==> config.mk <==
export PLATFORM = sky130hd
export DESIGN_NAME = gpa_panel
export DESIGN_NICKNAME = d
export VERILOG_FILES = /design/src/hdl/gpa_panel.v
export VERILOG_INCLUDE_DIRS = /design/src /design/src/hdl
export SDC_FILE = /design/constraint.sdc
export NUM_CORES = 1
export LEC_CHECK = 0
export ABC_CLOCK_PERIOD_IN_PS = 2900
export BUFFER_PORTS_ARGS = -buffer_cell sky130_fd_sc_hd__buf_2
export CAP_MARGIN = 15
export CORE_MARGIN = 2
export CORE_UTILIZATION = 54
export CTS_CLUSTER_SIZE = 40
export DETAILED_ROUTE_END_ITERATION = 7
export MAX_ROUTING_LAYER = met4
export PLACE_DENSITY = 0.8
export SLEW_MARGIN = 10
export SYNTH_ARGS = -nofsm -noshare
export SYNTH_HDL_FRONTEND = slang
export SYNTH_SLANG_ARGS = --single-unit
==> constraint.sdc <==
create_clock -name sys_clk -period 2.9 [get_ports sys_clk]
set_input_delay 0.145 -clock sys_clk [delete_from_list [all_inputs] [get_ports sys_clk]]
set_output_delay 0.145 -clock sys_clk [all_outputs]
set_load 0.02 [all_outputs]
==> src/hdl/gpa_map.vh <==
`ifndef GPA_MAP_VH
`define GPA_MAP_VH

// ----------------------------------------------------------------------
// Register byte offsets
// ----------------------------------------------------------------------
`define GPA_OFF_CTRL 8'h00
`define GPA_OFF_INMAP 8'h04
`define GPA_OFF_STATUS 8'h08
`define GPA_OFF_HIST0 8'h0C
`define GPA_OFF_HIST1 8'h10
`define GPA_OFF_HIST2 8'h14
`define GPA_OFF_HIST3 8'h18
`define GPA_OFF_HIST4 8'h1C

// ----------------------------------------------------------------------
// Control register fields and reset values
// ----------------------------------------------------------------------
`define GPA_CTRL_RRST_BIT 0
`define GPA_CTRL_PANEL_BIT 1
`define GPA_CTRL_RESET 2'h2
`define GPA_INMAP_RESET 8'h00
`define GPA_FUNC_FAULT_RESET 2'h1

// ----------------------------------------------------------------------
// Status register field positions
// ----------------------------------------------------------------------
`define GPA_ST_MODE_LSB 0
`define GPA_ST_LAMP_LSB 3
`define GPA_ST_SCREEN_LSB 9
`define GPA_ST_LATCH_BIT 14
`define GPA_ST_LINK_BIT 15

// ----------------------------------------------------------------------
// Screen codes
// ----------------------------------------------------------------------
`define GPA_SCR_MENU 3'h0
`define GPA_SCR_COMM_INIT 3'h1
`define GPA_SCR_COMM_LOST 3'h2
`define GPA_SCR_EVENT 3'h3
`define GPA_SCR_DATASAVE 3'h4
`define GPA_SCR_FAULT 3'h5

// ----------------------------------------------------------------------
// Sizes
// ----------------------------------------------------------------------
`define GPA_HIST_DEPTH 5
`define GPA_NUM_CFG_IN 4
`define GPA_NUM_PINS 11

`endif

==> src/hdl/gpa_panel.v <==
// How it works
// Off button selects off mode
// Off while running: immediate stop, off mode
// Not-in-auto lamp lit outside auto mode
// Shutdown lamp lights; starts inhibited while latched
// Lamp clears only on reset after correction
// Override: lamp lit, engine keeps running
// Warning lamp follows warning condition
// Remote start lamp follows remote request
// Auto lamp; auto soft-key from menus
// Manual lamp; manual soft-key from menus
// Pop-ups show, persist, dismiss restores screen
// Link loss forces three lamps off
// Reconnecting screen until link returns
// Mode keys work on comm screens
// Event screen shows remaining time
// Data save never blocks starting
// Keep five most recent fault codes
// Acknowledge after correction via off/switch
// Remote reset only in auto, enabled
// Remote reset only on mapped input
// Remote reset ignored while remote start
// Up/down clears fault; refaults reannounce
// Power-up in off mode
//
// The implementer's own choices: register access over AHB-Lite and the register addresses.
`timescale 1ns/1ns
`default_nettype none
`include "gpa_map.vh"

module gpa_panel (
   input wire sys_clk,
   input wire rst_n,
   input wire hsel,
   input wire [31:0] haddr,
   input wire [1:0] htrans,
   input wire hwrite,
   input wire [2:0] hsize,
   input wire [31:0] hwdata,
   input wire hready,
   output reg [31:0] hrdata,
   output reg hreadyout,
   output reg hresp,
   input wire btnOff,
   input wire btnAuto,
   input wire btnManual,
   input wire btnUp,
   input wire btnDown,
   input wire btnDismiss,
   input wire switchOff,
   input wire [3:0] cfgIn,
   input wire linkUp,
   input wire shutdownCond,
   input wire shutdownOverridden,
   input wire warningCond,
   input wire remoteStartReq,
   input wire faultNew,
   input wire [15:0] faultCode,
   input wire eventActive,
   input wire [15:0] eventSecs,
   input wire dataSaveBusy,
   input wire engineRunning,
   output reg lampNotAuto,
   output reg lampShutdown,
   output reg lampWarning,
   output reg lampRemote,
   output reg lampAuto,
   output reg lampManual,
   output reg runCmd,
   output reg hotStop,
   output reg faultAck,
   output reg [2:0] screen,
   output reg [15:0] countdown,
   output reg [15:0] shownFault
);

   // -------------------------------------------------------------------
   // Mode states
   // -------------------------------------------------------------------
   localparam [2:0] MODE_OFF = 3'h1;
   localparam [2:0] MODE_AUTO = 3'h2;
   localparam [2:0] MODE_MAN = 3'h4;

   // -------------------------------------------------------------------
   // Pin synchronisers
   // -------------------------------------------------------------------
   // Three stages; a pin change counts only when stages two and three
   // agree, which also filters single-cycle glitches.
   // Pins idle low, so zero after reset gives no false edge.
   wire [10:0] pinRaw = {cfgIn, switchOff, btnDismiss, btnDown, btnUp,
      btnManual, btnAuto, btnOff};
   reg [10:0] sync1_q, sync2_q, sync3_q, pinStable_q, pinPrev_q;
   always @(posedge sys_clk) begin
      if (!rst_n) begin
         sync1_q <= 11'h000;
         sync2_q <= 11'h000;
         sync3_q <= 11'h000;
         pinStable_q <= 11'h000;
         pinPrev_q <= 11'h000;
      end else begin
         sync1_q <= pinRaw;
         sync2_q <= sync1_q;
         sync3_q <= sync2_q;
         pinStable_q <= (~(sync2_q ^ sync3_q) & sync2_q) |
            ((sync2_q ^ sync3_q) & pinStable_q);
         pinPrev_q <= pinStable_q;
      end
   end
   wire [10:0] pinRise = pinStable_q & ~pinPrev_q;
   wire offPress = pinRise[0];
   wire autoPress = pinRise[1];
   wire manPress = pinRise[2];
   wire upDownPress = pinRise[3] | pinRise[4];
   wire dismissPress = pinRise[5];
   wire switchToOff = pinRise[6];
   wire [3:0] cfgRise = pinRise[10:7];

   // -------------------------------------------------------------------
   // Registers
   // -------------------------------------------------------------------
   reg [1:0] ctrl_q;
   reg [7:0] inMap_q;
   reg [2:0] mode_q, mode_d;
   reg latch_q;
   reg [2:0] prevScreen_q;
   reg linkSeen_q;
   reg eventPrev_q, savePrev_q, linkPrev_q;
   reg [15:0] hist_q [0:4];
   reg wrPend_q;
   reg [7:0] wrAddr_q;
   integer i;
   // Separate index so the clocked loop never shares the decode loop's
   integer j;

   function [31:0] readMux;
      input [7:0] a;
      begin
         case (a)
            `GPA_OFF_CTRL: readMux = {30'h00000000, ctrl_q};
            `GPA_OFF_INMAP: readMux = {24'h000000, inMap_q};
            `GPA_OFF_STATUS: readMux = {16'h0000, linkUp, latch_q,
               2'h0, screen, lampManual, lampAuto, lampRemote,
               lampWarning, lampShutdown, lampNotAuto, mode_q};
            `GPA_OFF_HIST0: readMux = {16'h0000, hist_q[0]};
            `GPA_OFF_HIST1: readMux = {16'h0000, hist_q[1]};
            `GPA_OFF_HIST2: readMux = {16'h0000, hist_q[2]};
            `GPA_OFF_HIST3: readMux = {16'h0000, hist_q[3]};
            `GPA_OFF_HIST4: readMux = {16'h0000, hist_q[4]};
            default: readMux = 32'h00000000;
         endcase
      end
   endfunction

   // -------------------------------------------------------------------
   // AHB-Lite slave
   // -------------------------------------------------------------------
   // Zero wait states: read data is formed in the address phase and
   // registered so it stands for the whole data phase.
   // hsize is not decoded: every register is one whole word.
   wire addrPhase = hsel & hready & htrans[1];
   always @(posedge sys_clk) begin
      if (!rst_n) begin
         hrdata <= 32'h00000000;
         hreadyout <= 1'b0;
         hresp <= 1'b0;
         wrPend_q <= 1'b0;
         wrAddr_q <= 8'h00;
         ctrl_q <= `GPA_CTRL_RESET;
         inMap_q <= `GPA_INMAP_RESET;
      end else begin
         hreadyout <= 1'b1;
         hresp <= 1'b0;
         wrPend_q <= addrPhase & hwrite;
         if (addrPhase) begin
            wrAddr_q <= haddr[7:0];
         end
         if (addrPhase & ~hwrite) begin
            hrdata <= readMux(haddr[7:0]);
         end
         if (wrPend_q) begin
            if (wrAddr_q == `GPA_OFF_CTRL) begin
               ctrl_q <= hwdata[1:0];
            end
            if (wrAddr_q == `GPA_OFF_INMAP) begin
               inMap_q <= hwdata[7:0];
            end
         end
      end
   end

   // -------------------------------------------------------------------
   // Fault acknowledge
   // -------------------------------------------------------------------
   wire panelFitted = ctrl_q[`GPA_CTRL_PANEL_BIT];
   reg [3:0] cfgMapped;
   always @* begin
      for (i = 0; i < `GPA_NUM_CFG_IN; i = i + 1) begin
         cfgMapped[i] = (inMap_q[2*i +: 2] == `GPA_FUNC_FAULT_RESET);
      end
   end
   // Without a panel the harness switch is the only local acknowledge.
   wire localAck = panelFitted ? offPress : switchToOff;
   // A remote reset with remote start still asserted would restart the
   // set straight into the fault, so it is refused.
   wire remoteAck = ctrl_q[`GPA_CTRL_RRST_BIT] & (mode_q == MODE_AUTO) &
      ~remoteStartReq & |(cfgRise & cfgMapped);
   wire ackReq = localAck | remoteAck;
   wire ackTakes = ackReq & ~shutdownCond;

   // -------------------------------------------------------------------
   // Mode machine
   // -------------------------------------------------------------------
   // Soft-keys are honoured on every operator and comm screen; only a
   // pop-up fault, event or data save owns the keys otherwise.
   wire keysLive = (screen == `GPA_SCR_MENU) |
      (screen == `GPA_SCR_COMM_INIT) |
      (screen == `GPA_SCR_COMM_LOST);
   wire offReq = offPress | (~panelFitted & switchToOff);
   always @* begin
      mode_d = mode_q;
      case (mode_q)
         MODE_OFF: begin
            if (autoPress & keysLive) begin
               mode_d = MODE_AUTO;
            end else if (manPress & keysLive) begin
               mode_d = MODE_MAN;
            end
         end
         MODE_AUTO: begin
            if (offReq) begin
               mode_d = MODE_OFF;
            end else if (manPress & keysLive) begin
               mode_d = MODE_MAN;
            end
         end
         MODE_MAN: begin
            if (offReq) begin
               mode_d = MODE_OFF;
            end else if (autoPress & keysLive) begin
               mode_d = MODE_AUTO;
            end
         end
         default: mode_d = MODE_OFF;
      endcase
   end

   // Starting is gated by the shutdown latch and live condition unless overridden; a data save in
   // progress deliberately has no say here.
   wire inhibit = (latch_q | shutdownCond) & ~shutdownOverridden;
   wire wantRun = (mode_d == MODE_MAN) |
      ((mode_d == MODE_AUTO) & remoteStartReq);

   // Hot stop skips the cooldown; it is flagged only when the engine is
   // really turning and the mode actually leaves run.
   always @(posedge sys_clk) begin
      if (!rst_n) begin
         mode_q <= MODE_OFF;
         latch_q <= 1'b0;
         runCmd <= 1'b0;
         hotStop <= 1'b0;
         faultAck <= 1'b0;
      end else begin
         mode_q <= mode_d;
         runCmd <= wantRun & ~inhibit;
         hotStop <= offReq & engineRunning & (mode_q != MODE_OFF);
         faultAck <= ackTakes & latch_q;
         // A new shutdown wins over an acknowledge in the same cycle
         if (shutdownCond) begin
            latch_q <= 1'b1;
         end else if (ackTakes) begin
            latch_q <= 1'b0;
         end
      end
   end

   // -------------------------------------------------------------------
   // Lamps
   // -------------------------------------------------------------------
   // Lamps start from live inputs after reset; core-reported lamps are
   // dark until the link is up.
   // Override never darkens the shutdown lamp; it only frees runCmd.
   always @(posedge sys_clk) begin
      if (!rst_n) begin
         lampNotAuto <= 1'b1;
         lampShutdown <= 1'b0;
         lampWarning <= 1'b0;
         lampRemote <= 1'b0;
         lampAuto <= 1'b0;
         lampManual <= 1'b0;
      end else begin
         lampNotAuto <= (mode_d != MODE_AUTO);
         lampAuto <= (mode_d == MODE_AUTO);
         lampManual <= (mode_d == MODE_MAN);
         lampShutdown <= linkUp & (latch_q | shutdownCond);
         lampWarning <= linkUp & warningCond;
         lampRemote <= linkUp & remoteStartReq;
      end
   end

   // -------------------------------------------------------------------
   // Screens and pop-ups
   // -------------------------------------------------------------------
   wire eventRise = eventActive & ~eventPrev_q;
   wire eventFall = ~eventActive & eventPrev_q;
   wire saveRise = dataSaveBusy & ~savePrev_q;
   wire saveFall = ~dataSaveBusy & savePrev_q;
   wire showingPopup = (screen == `GPA_SCR_EVENT) |
      (screen == `GPA_SCR_DATASAVE) | (screen == `GPA_SCR_FAULT);
   wire expired = ((screen == `GPA_SCR_EVENT) & eventFall) |
      ((screen == `GPA_SCR_DATASAVE) & saveFall);

   // A pop-up replacing another keeps the screen saved by the first,
   // so dismiss always lands on a non-pop-up screen.
   always @(posedge sys_clk) begin
      if (!rst_n) begin
         screen <= `GPA_SCR_COMM_INIT;
         prevScreen_q <= `GPA_SCR_MENU;
         linkSeen_q <= 1'b0;
         linkPrev_q <= 1'b0;
         eventPrev_q <= 1'b0;
         savePrev_q <= 1'b0;
         countdown <= 16'h0000;
         shownFault <= 16'h0000;
      end else begin
         linkPrev_q <= linkUp;
         eventPrev_q <= eventActive;
         savePrev_q <= dataSaveBusy;
         countdown <= eventActive ? eventSecs : 16'h0000;
         if (linkUp) begin
            linkSeen_q <= 1'b1;
         end
         if (!linkUp) begin
            screen <= linkSeen_q ? `GPA_SCR_COMM_LOST : `GPA_SCR_COMM_INIT;
         end else if (!linkPrev_q) begin
            screen <= `GPA_SCR_MENU;
         end else if (faultNew) begin
            // A fault seen again after acknowledge is announced anew
            screen <= `GPA_SCR_FAULT;
            shownFault <= faultCode;
            if (!showingPopup) begin
               prevScreen_q <= screen;
            end
         end else if (eventRise | saveRise) begin
            screen <= eventRise ? `GPA_SCR_EVENT : `GPA_SCR_DATASAVE;
            if (!showingPopup) begin
               prevScreen_q <= screen;
            end
         end else if (showingPopup & (dismissPress | offPress | expired)) begin
            screen <= prevScreen_q;
         end else if ((screen == `GPA_SCR_FAULT) & (upDownPress | faultAck)) begin
            screen <= prevScreen_q;
         end
      end
   end

   // -------------------------------------------------------------------
   // Fault history
   // -------------------------------------------------------------------
   // Newest entry in slot 0; the oldest falls off the end.
   // A repeated fault takes a new slot, so each of the last five onsets is kept.
   always @(posedge sys_clk) begin
      if (!rst_n) begin
         for (j = 0; j < `GPA_HIST_DEPTH; j = j + 1) begin
            hist_q[j] <= 16'h0000;
         end
      end else if (faultNew) begin
         hist_q[0] <= faultCode;
         for (j = 1; j < `GPA_HIST_DEPTH; j = j + 1) begin
            hist_q[j] <= hist_q[j-1];
         end
      end
   end

endmodule // gpa_panel
`default_nettype wire

==> out/qor.yml, run 1 <==
ir_drop_mv: 0.476
h-tree-depth: 1
maxCapViolations: 0
path_common_cell: "a21oi_1"
drt_iter0_drc: 574
finalNonFillerCells: 1223
wl_met2_um: 10100
ant_nets: 0
worstMarginPinSlew_ns: 0.711
antenna_cells: 0
crit_start: "screen[1]"
crit_type: "reg2reg"
synth_seq_cells: 226
rr_startpoint: "screen[1]"
critPathCapture: "runCmd"
final_layout_size_suffix_gt1_frac: 0.196
synth.top_cell.area_share: 0.325
r2r_cells: 6
yosys-top-cells-area: "dfxtp_1 33%, edfxtp_1 27%, and3_1 7.0%, nand2_1 4.1%, and2_1 3.5%"
fin_crit_ns: 2.37
hold_path.class: "in2reg"
max_slew_margin: 0.526
yosysUniqueCellTypes: 56
async_flop_share: 0
numPortBuffers: 134
viasPerCell: 5.48
dp_hpwl_um: 13000
cp-start-kind: "flip-flop"
clockBufferDepth: 3
cp_max_fo: 9
max_freq_mhz: 422
placed_cells: 1118
ios: 204
synth_area_leader_cell: "dfxtp_1"
wirelength_um: 21300
grt_start_max_net_pins: 83
cts_setup_buffers: 0
hold_violations: 0
grt_overflow_total: 0
cts_tree: "built"
synth_edf_count: 80
vias: 6700
synthCells: 811
ys_seq_area_frac: 0.592
status: "finished clean"
synthFlopType: "dfxtp_1"
p_leak_nw: 4.78
pwr_density_cell_mw_per_mm2: 611
cts.reportedPaths.clkPinSlew_ns: 0.06
cp-end-kind: "flip-flop"
r2r_slack_ns: 0.53
cp.arrival_ns: 2.76
antenna_found_initial: 0
slowest_delay_ns: 0.58
finalClockSkew_ns: 0.0103
cp_top_family: "compound AO/OA/AOI/OAI gates"
remaining_drc_errors: 0
cts_inserted_buffers: 23
syn_area_sq_mm: 0.00899
start_util: 0.548
grt_pass1_vias: 6511
dieWidth_um: 133
area_growth_pct: 22.6
clock_sinks: 226
setup_viol: 0
slowest_stage: "dlygate4sd3_1"
met3_length_um: 1300
first_pass_iters: 5
dieArea_sq_mm: 0.0177
track_usage: 0.250
finalMaxSlewViolations: 0
crit_chain: "a21o_1, nor3b_1, o22ai_1, a21oi_1, a21oi_1, dlygate4sd3_1"
syn_avg_cell_area_sq_um: 11.1
required_ns: 3.30
finalSetupTns_ns: 0
wl_met1_um: 9270
rows: 47
dr.max_layer_used: "met4"
yosysWarnings: 0
r2r-end: "runCmd"
mostFrequentLayoutCells: "146 x dfxtp_1, 133 x buf_2, 101 x and3_1"
die_h_um: 133
grt_first_pass_wirelength_um: 34200
wl_per_cell_um: 17.4
cp_num_buf_inv: 1
nNetsFinal: 1112
path_depth: 6
final_common_cell: "dfxtp_1"
gp_congestion: 0.825
rsz0062_at_grt: "no"
clk_latency_ns: 0.51
cts_root_buf: "clkbuf_16"
final.period_utilization: 0.816
coreArea_sq_mm: 0.0164
[synth_stat cells (8+ instances only)]
cell      count
o21ai_1      10
and3_1      101
mux2_2        8
buf_2        12
mux4_2       10
nand3_1       8
nor2b_1      25
a22oi_1      13
nand2_1      98
and2_1       50
a21oi_1      20
o21ai_0      24
buf_4        21
nor2_1       21
clkbuf_1     35
edfxtp_1     80
dfxtp_1     146
a21boi_0     35
mux2i_1      16
[metrics by stage]
stage	power (mW)	utilization	cell area [sq um]	hold slack [ns]	worst slack, ns
floorplan	3.84	-	9050	0.173	0.398
global placement	3.97	0.591	9700	0.350	0.815
detailed placement	3.98	0.591	9700	0.354	0.791
CTS	6.75	0.672	11000	0.0193	0.577
global route	6.95	0.672	11000	0.0240	0.441
finish	6.74	0.672	11000	0.0329	0.533
[power breakdown]
group	switching, mW	total (mW)	internal, mW
clock	1.19	2.74	1.55
combinational	0.285	0.515	0.230
sequential	0.0713	3.48	3.41
total	1.54	6.74	5.19
[state kept, by name (all words and copies together), names as in the netlist, 2 cells and up, named ones only]
| signal | count |
|---|---|
| ctrl_q | 2 |
| sync1_q | 11 |
| sync2_q | 11 |
| wrAddr_q | 8 |
| hist_q | 80 |
| screen | 3 |
| shownFault | 16 |
| pinPrev_q | 11 |
| mode_q | 3 |
| inMap_q | 8 |
| hrdata | 16 |
| countdown | 16 |
| prevScreen_q | 3 |
| sync3_q | 11 |
[logic make-up after synthesis]
logic type / after synthesis / share of synthesized area
buffers and inverters: 75 / 0.0443
XOR/XNOR: 1 / 0.000974
AO/OA/AOI/OAI: 133 / 0.0995
other: 1 / 0.000417
flip-flops: 226 / 0.592
AND/OR/NAND/NOR: 341 / 0.210
multiplexers: 34 / 0.0529
[cell type report]
class / count / area, sq um
Fill cell: 1210 / 5380
Sequential cell: 226 / 5330
Multi-Input combinational cell: 526 / 3330
Timing Repair Buffer: 205 / 1390
Clock buffer: 35 / 652
Tap cell: 220 / 275
Clock inverter: 7 / 37.5
Inverter: 4 / 15.0
[what timing repair did]
item                                    in CTS  in global routing
resized for setup                            0                  0
hold buffers                                63                  0
endpoints found under the setup margin       0                  0
hold endpoints to repair                    81                  0
[routing by layer]
layer,vias to the layer above,track usage
li1,3198,-
met1,3171,0.342
met2,275,0.391
met3,56,0.0318
met4,0,0.0806
met5,-,-
[worst min-delay path by stage]
stage	startpoint	end	slack, ns	depth (start not counted)
floorplan	rst_n	hreadyout	0.17	0
global placement	cfgIn[1]	sync1_q[8]	0.35	2
detailed placement	btnOff	sync1_q[0]	0.35	2
CTS	linkUp	lampWarning	0.02	2
global route	linkUp	lampWarning	0.02	2
finish	linkUp	lampWarning	0.03	2
(Power assumes the default switching activity.)
==> run 2: changes to the inputs <==
- ABC_CLOCK_PERIOD_IN_PS: 2900 -> 2200
- clock period: 2.9 -> 2.2 ns (I/O delays scaled with it)
==> out/qor.yml, run 2 (synthesis gave the netlist of run 1 again) <==
antenna_found_initial: 0
slowest_delay_ns: 0.54
cts_inserted_buffers: 23
first_pass_iters: 5
p_seq_frac: 0.506
max_slew_margin: 0.557
hold_path.class: "in2reg"
p_comb_frac: 0.080
clock_sinks: 226
dieWidth_um: 133
p_int_mw: 7.02
grt_overflow_total: 0
rsz0062_at_grt: "no"
crit_type: "in2reg"
start_util: 0.548
power_switching_mw: 2.03
antenna_cells: 0
ant_nets: 0
final_common_cell: "dfxtp_1"
finalMaxSlewViolations: 0
dp_slack_ns: 0.476
grt_first_pass_wirelength_um: 34900
clk_latency_ns: 0.52
timing.hold.ws_ns: 0.107
cp-end-kind: "flip-flop"
cts_tree: "built"
setup_viol: 0
slowest_stage: "dlygate4sd3_1"
met3_usage: 0.0421
cts_resized: 0
p_leak_nw: 4.94
cp.arrival_ns: 2.33
swShare: 0.224
top_usage_layer: "met2"
track_usage: 0.255
rows: 47
nNetsFinal: 1135
gp_congestion: 0.837
finalSetupTns_ns: 0
required_ns: 2.65
regMostFlops: "hist_q"
worstHoldStart: "haddr[3]"
maxCapViolations: 0
remaining_drc_errors: 0
final.period_utilization: 0.856
status: "finished clean"
pwr_density_cell_mw_per_mm2: 802
finalWorstSetupSlack_ns: 0.317
coreArea_sq_mm: 0.0164
finalClockSkew_ns: 0.0192
wl_per_cell_um: 17.5
ios: 204
grt_util_met1: 0.338
max_freq_mhz: 531
final_layout_size_suffix_gt1_frac: 0.203
cts_setup_buffers: 0
cp-start-kind: "primary input"
met2_usage: 0.396
grt_start_max_net_pins: 111
hold_depth: 3
area_growth_pct: 25.6
clockPowerShare: 0.414
clockBufferDepth: 3
r2r-end: "runCmd"
worstMarginPinSlew_ns: 0.663
grt_pass1_vias: 6659
die_h_um: 133
r2r_cells: 5
rr_startpoint: "screen[2]"
cts_root_buf: "clkbuf_16"
dp_hpwl_um: 13300
vias: 6840
ir_drop_mv: 0.665
cts.reportedPaths.clkPinSlew_ns: 0.06
hold_violations: 0
fin_crit_ns: 1.88
whs_endpoint: "wrAddr_q[3]"
h-tree-depth: 1
viasPerCell: 5.49
crit_chain: "dlygate4sd3_1, buf_4, buf_4, and3_1, dlygate4sd3_1"
wirelength_um: 21800
dieArea_sq_mm: 0.0177
final_core_util: 0.688
cp_max_fo: 61
numPortBuffers: 134
drt_iter0_drc: 680
largest_register_ffs: 80
mostFrequentLayoutCells: "146 x dfxtp_1, 133 x buf_2, 101 x and3_1"
r2r_slack_ns: 0.40
run 2: changes by cell type in the layout (fill, tap and decap cells not counted):
cell	before	now
buf_12	2	3
buf_4	7	12
clkbuf_1	10	7
clkbuf_16	24	23
clkbuf_8	1	8
clkinv_1	4	1
dlygate4sd3_1	63	80
inv_6	2	1
run 2: cell type report:
cell class              count  area, sq um
flip-flops and latches    226         5330
clock inverters             3         17.5
repair buffers            228         1620
clock buffers              38          712
inverters                   4         15.0
multi-input cells         526         3330
well taps                 220          275
fillers                  1169         5120
run 2: what timing repair did:
action,CTS,global route
hold buffers,80,0
hold endpoints to repair,86,0
setup endpoints to repair,0,0
run 2: worst max path at each step:
stage                     startpoint      endpoint  slack (ns)  depth (start not counted)
after floorplan                rst_n  hist_q[0][0]        0.53                          2
after global placement      haddr[3]     hrdata[7]        0.48                          5
after detailed placement    haddr[3]     hrdata[2]        0.48                          6
after CTS                      rst_n   lampWarning        0.37                          5
after global routing           rst_n   lampWarning        0.24                          5
final                          rst_n   lampWarning        0.32                          5
run 2: per-layer routing:
metal | up-vias | wire (um)
met2 | 322 | 10200
met5 | - | 0
met4 | 0 | 749
met3 | 63 | 1660
met1 | 3213 | 9150
li1 | 3242 | -
run 2: through the flow:
| step | instances | cell area (sq um) | power (mW) |
|---|---|---|---|
| final | 1245 | 11300 | 9.05 |
| after global routing | 1245 | 11300 | 9.34 |
| after CTS | 1245 | 11300 | 9.09 |
| after detailed placement | 1124 | 9760 | 5.26 |
| after global placement | 1124 | 9760 | 5.25 |
| after floorplan | 827 | 9050 | 5.05 |
run 2: power groups by stage:
| stage | Sequential (mW) | Clock, mW | Combinational (mW) |
|---|---|---|---|
| 2_1_floorplan | 4.66 | 0 | 0.393 |
| 3_3_place_gp | 4.66 | 0 | 0.587 |
| 3_5_place_dp | 4.67 | 0 | 0.597 |
| 4_1_cts | 4.58 | 3.81 | 0.706 |
| 5_1_grt | 4.60 | 3.97 | 0.779 |
| 6_report | 4.58 | 3.75 | 0.721 |
run 2: critical path, delay by kind of cell:
kind | cells | cell delay [ns]
and+or+nand+nor | 1 | 0.24
buffers and inverters | 4 | 1.93
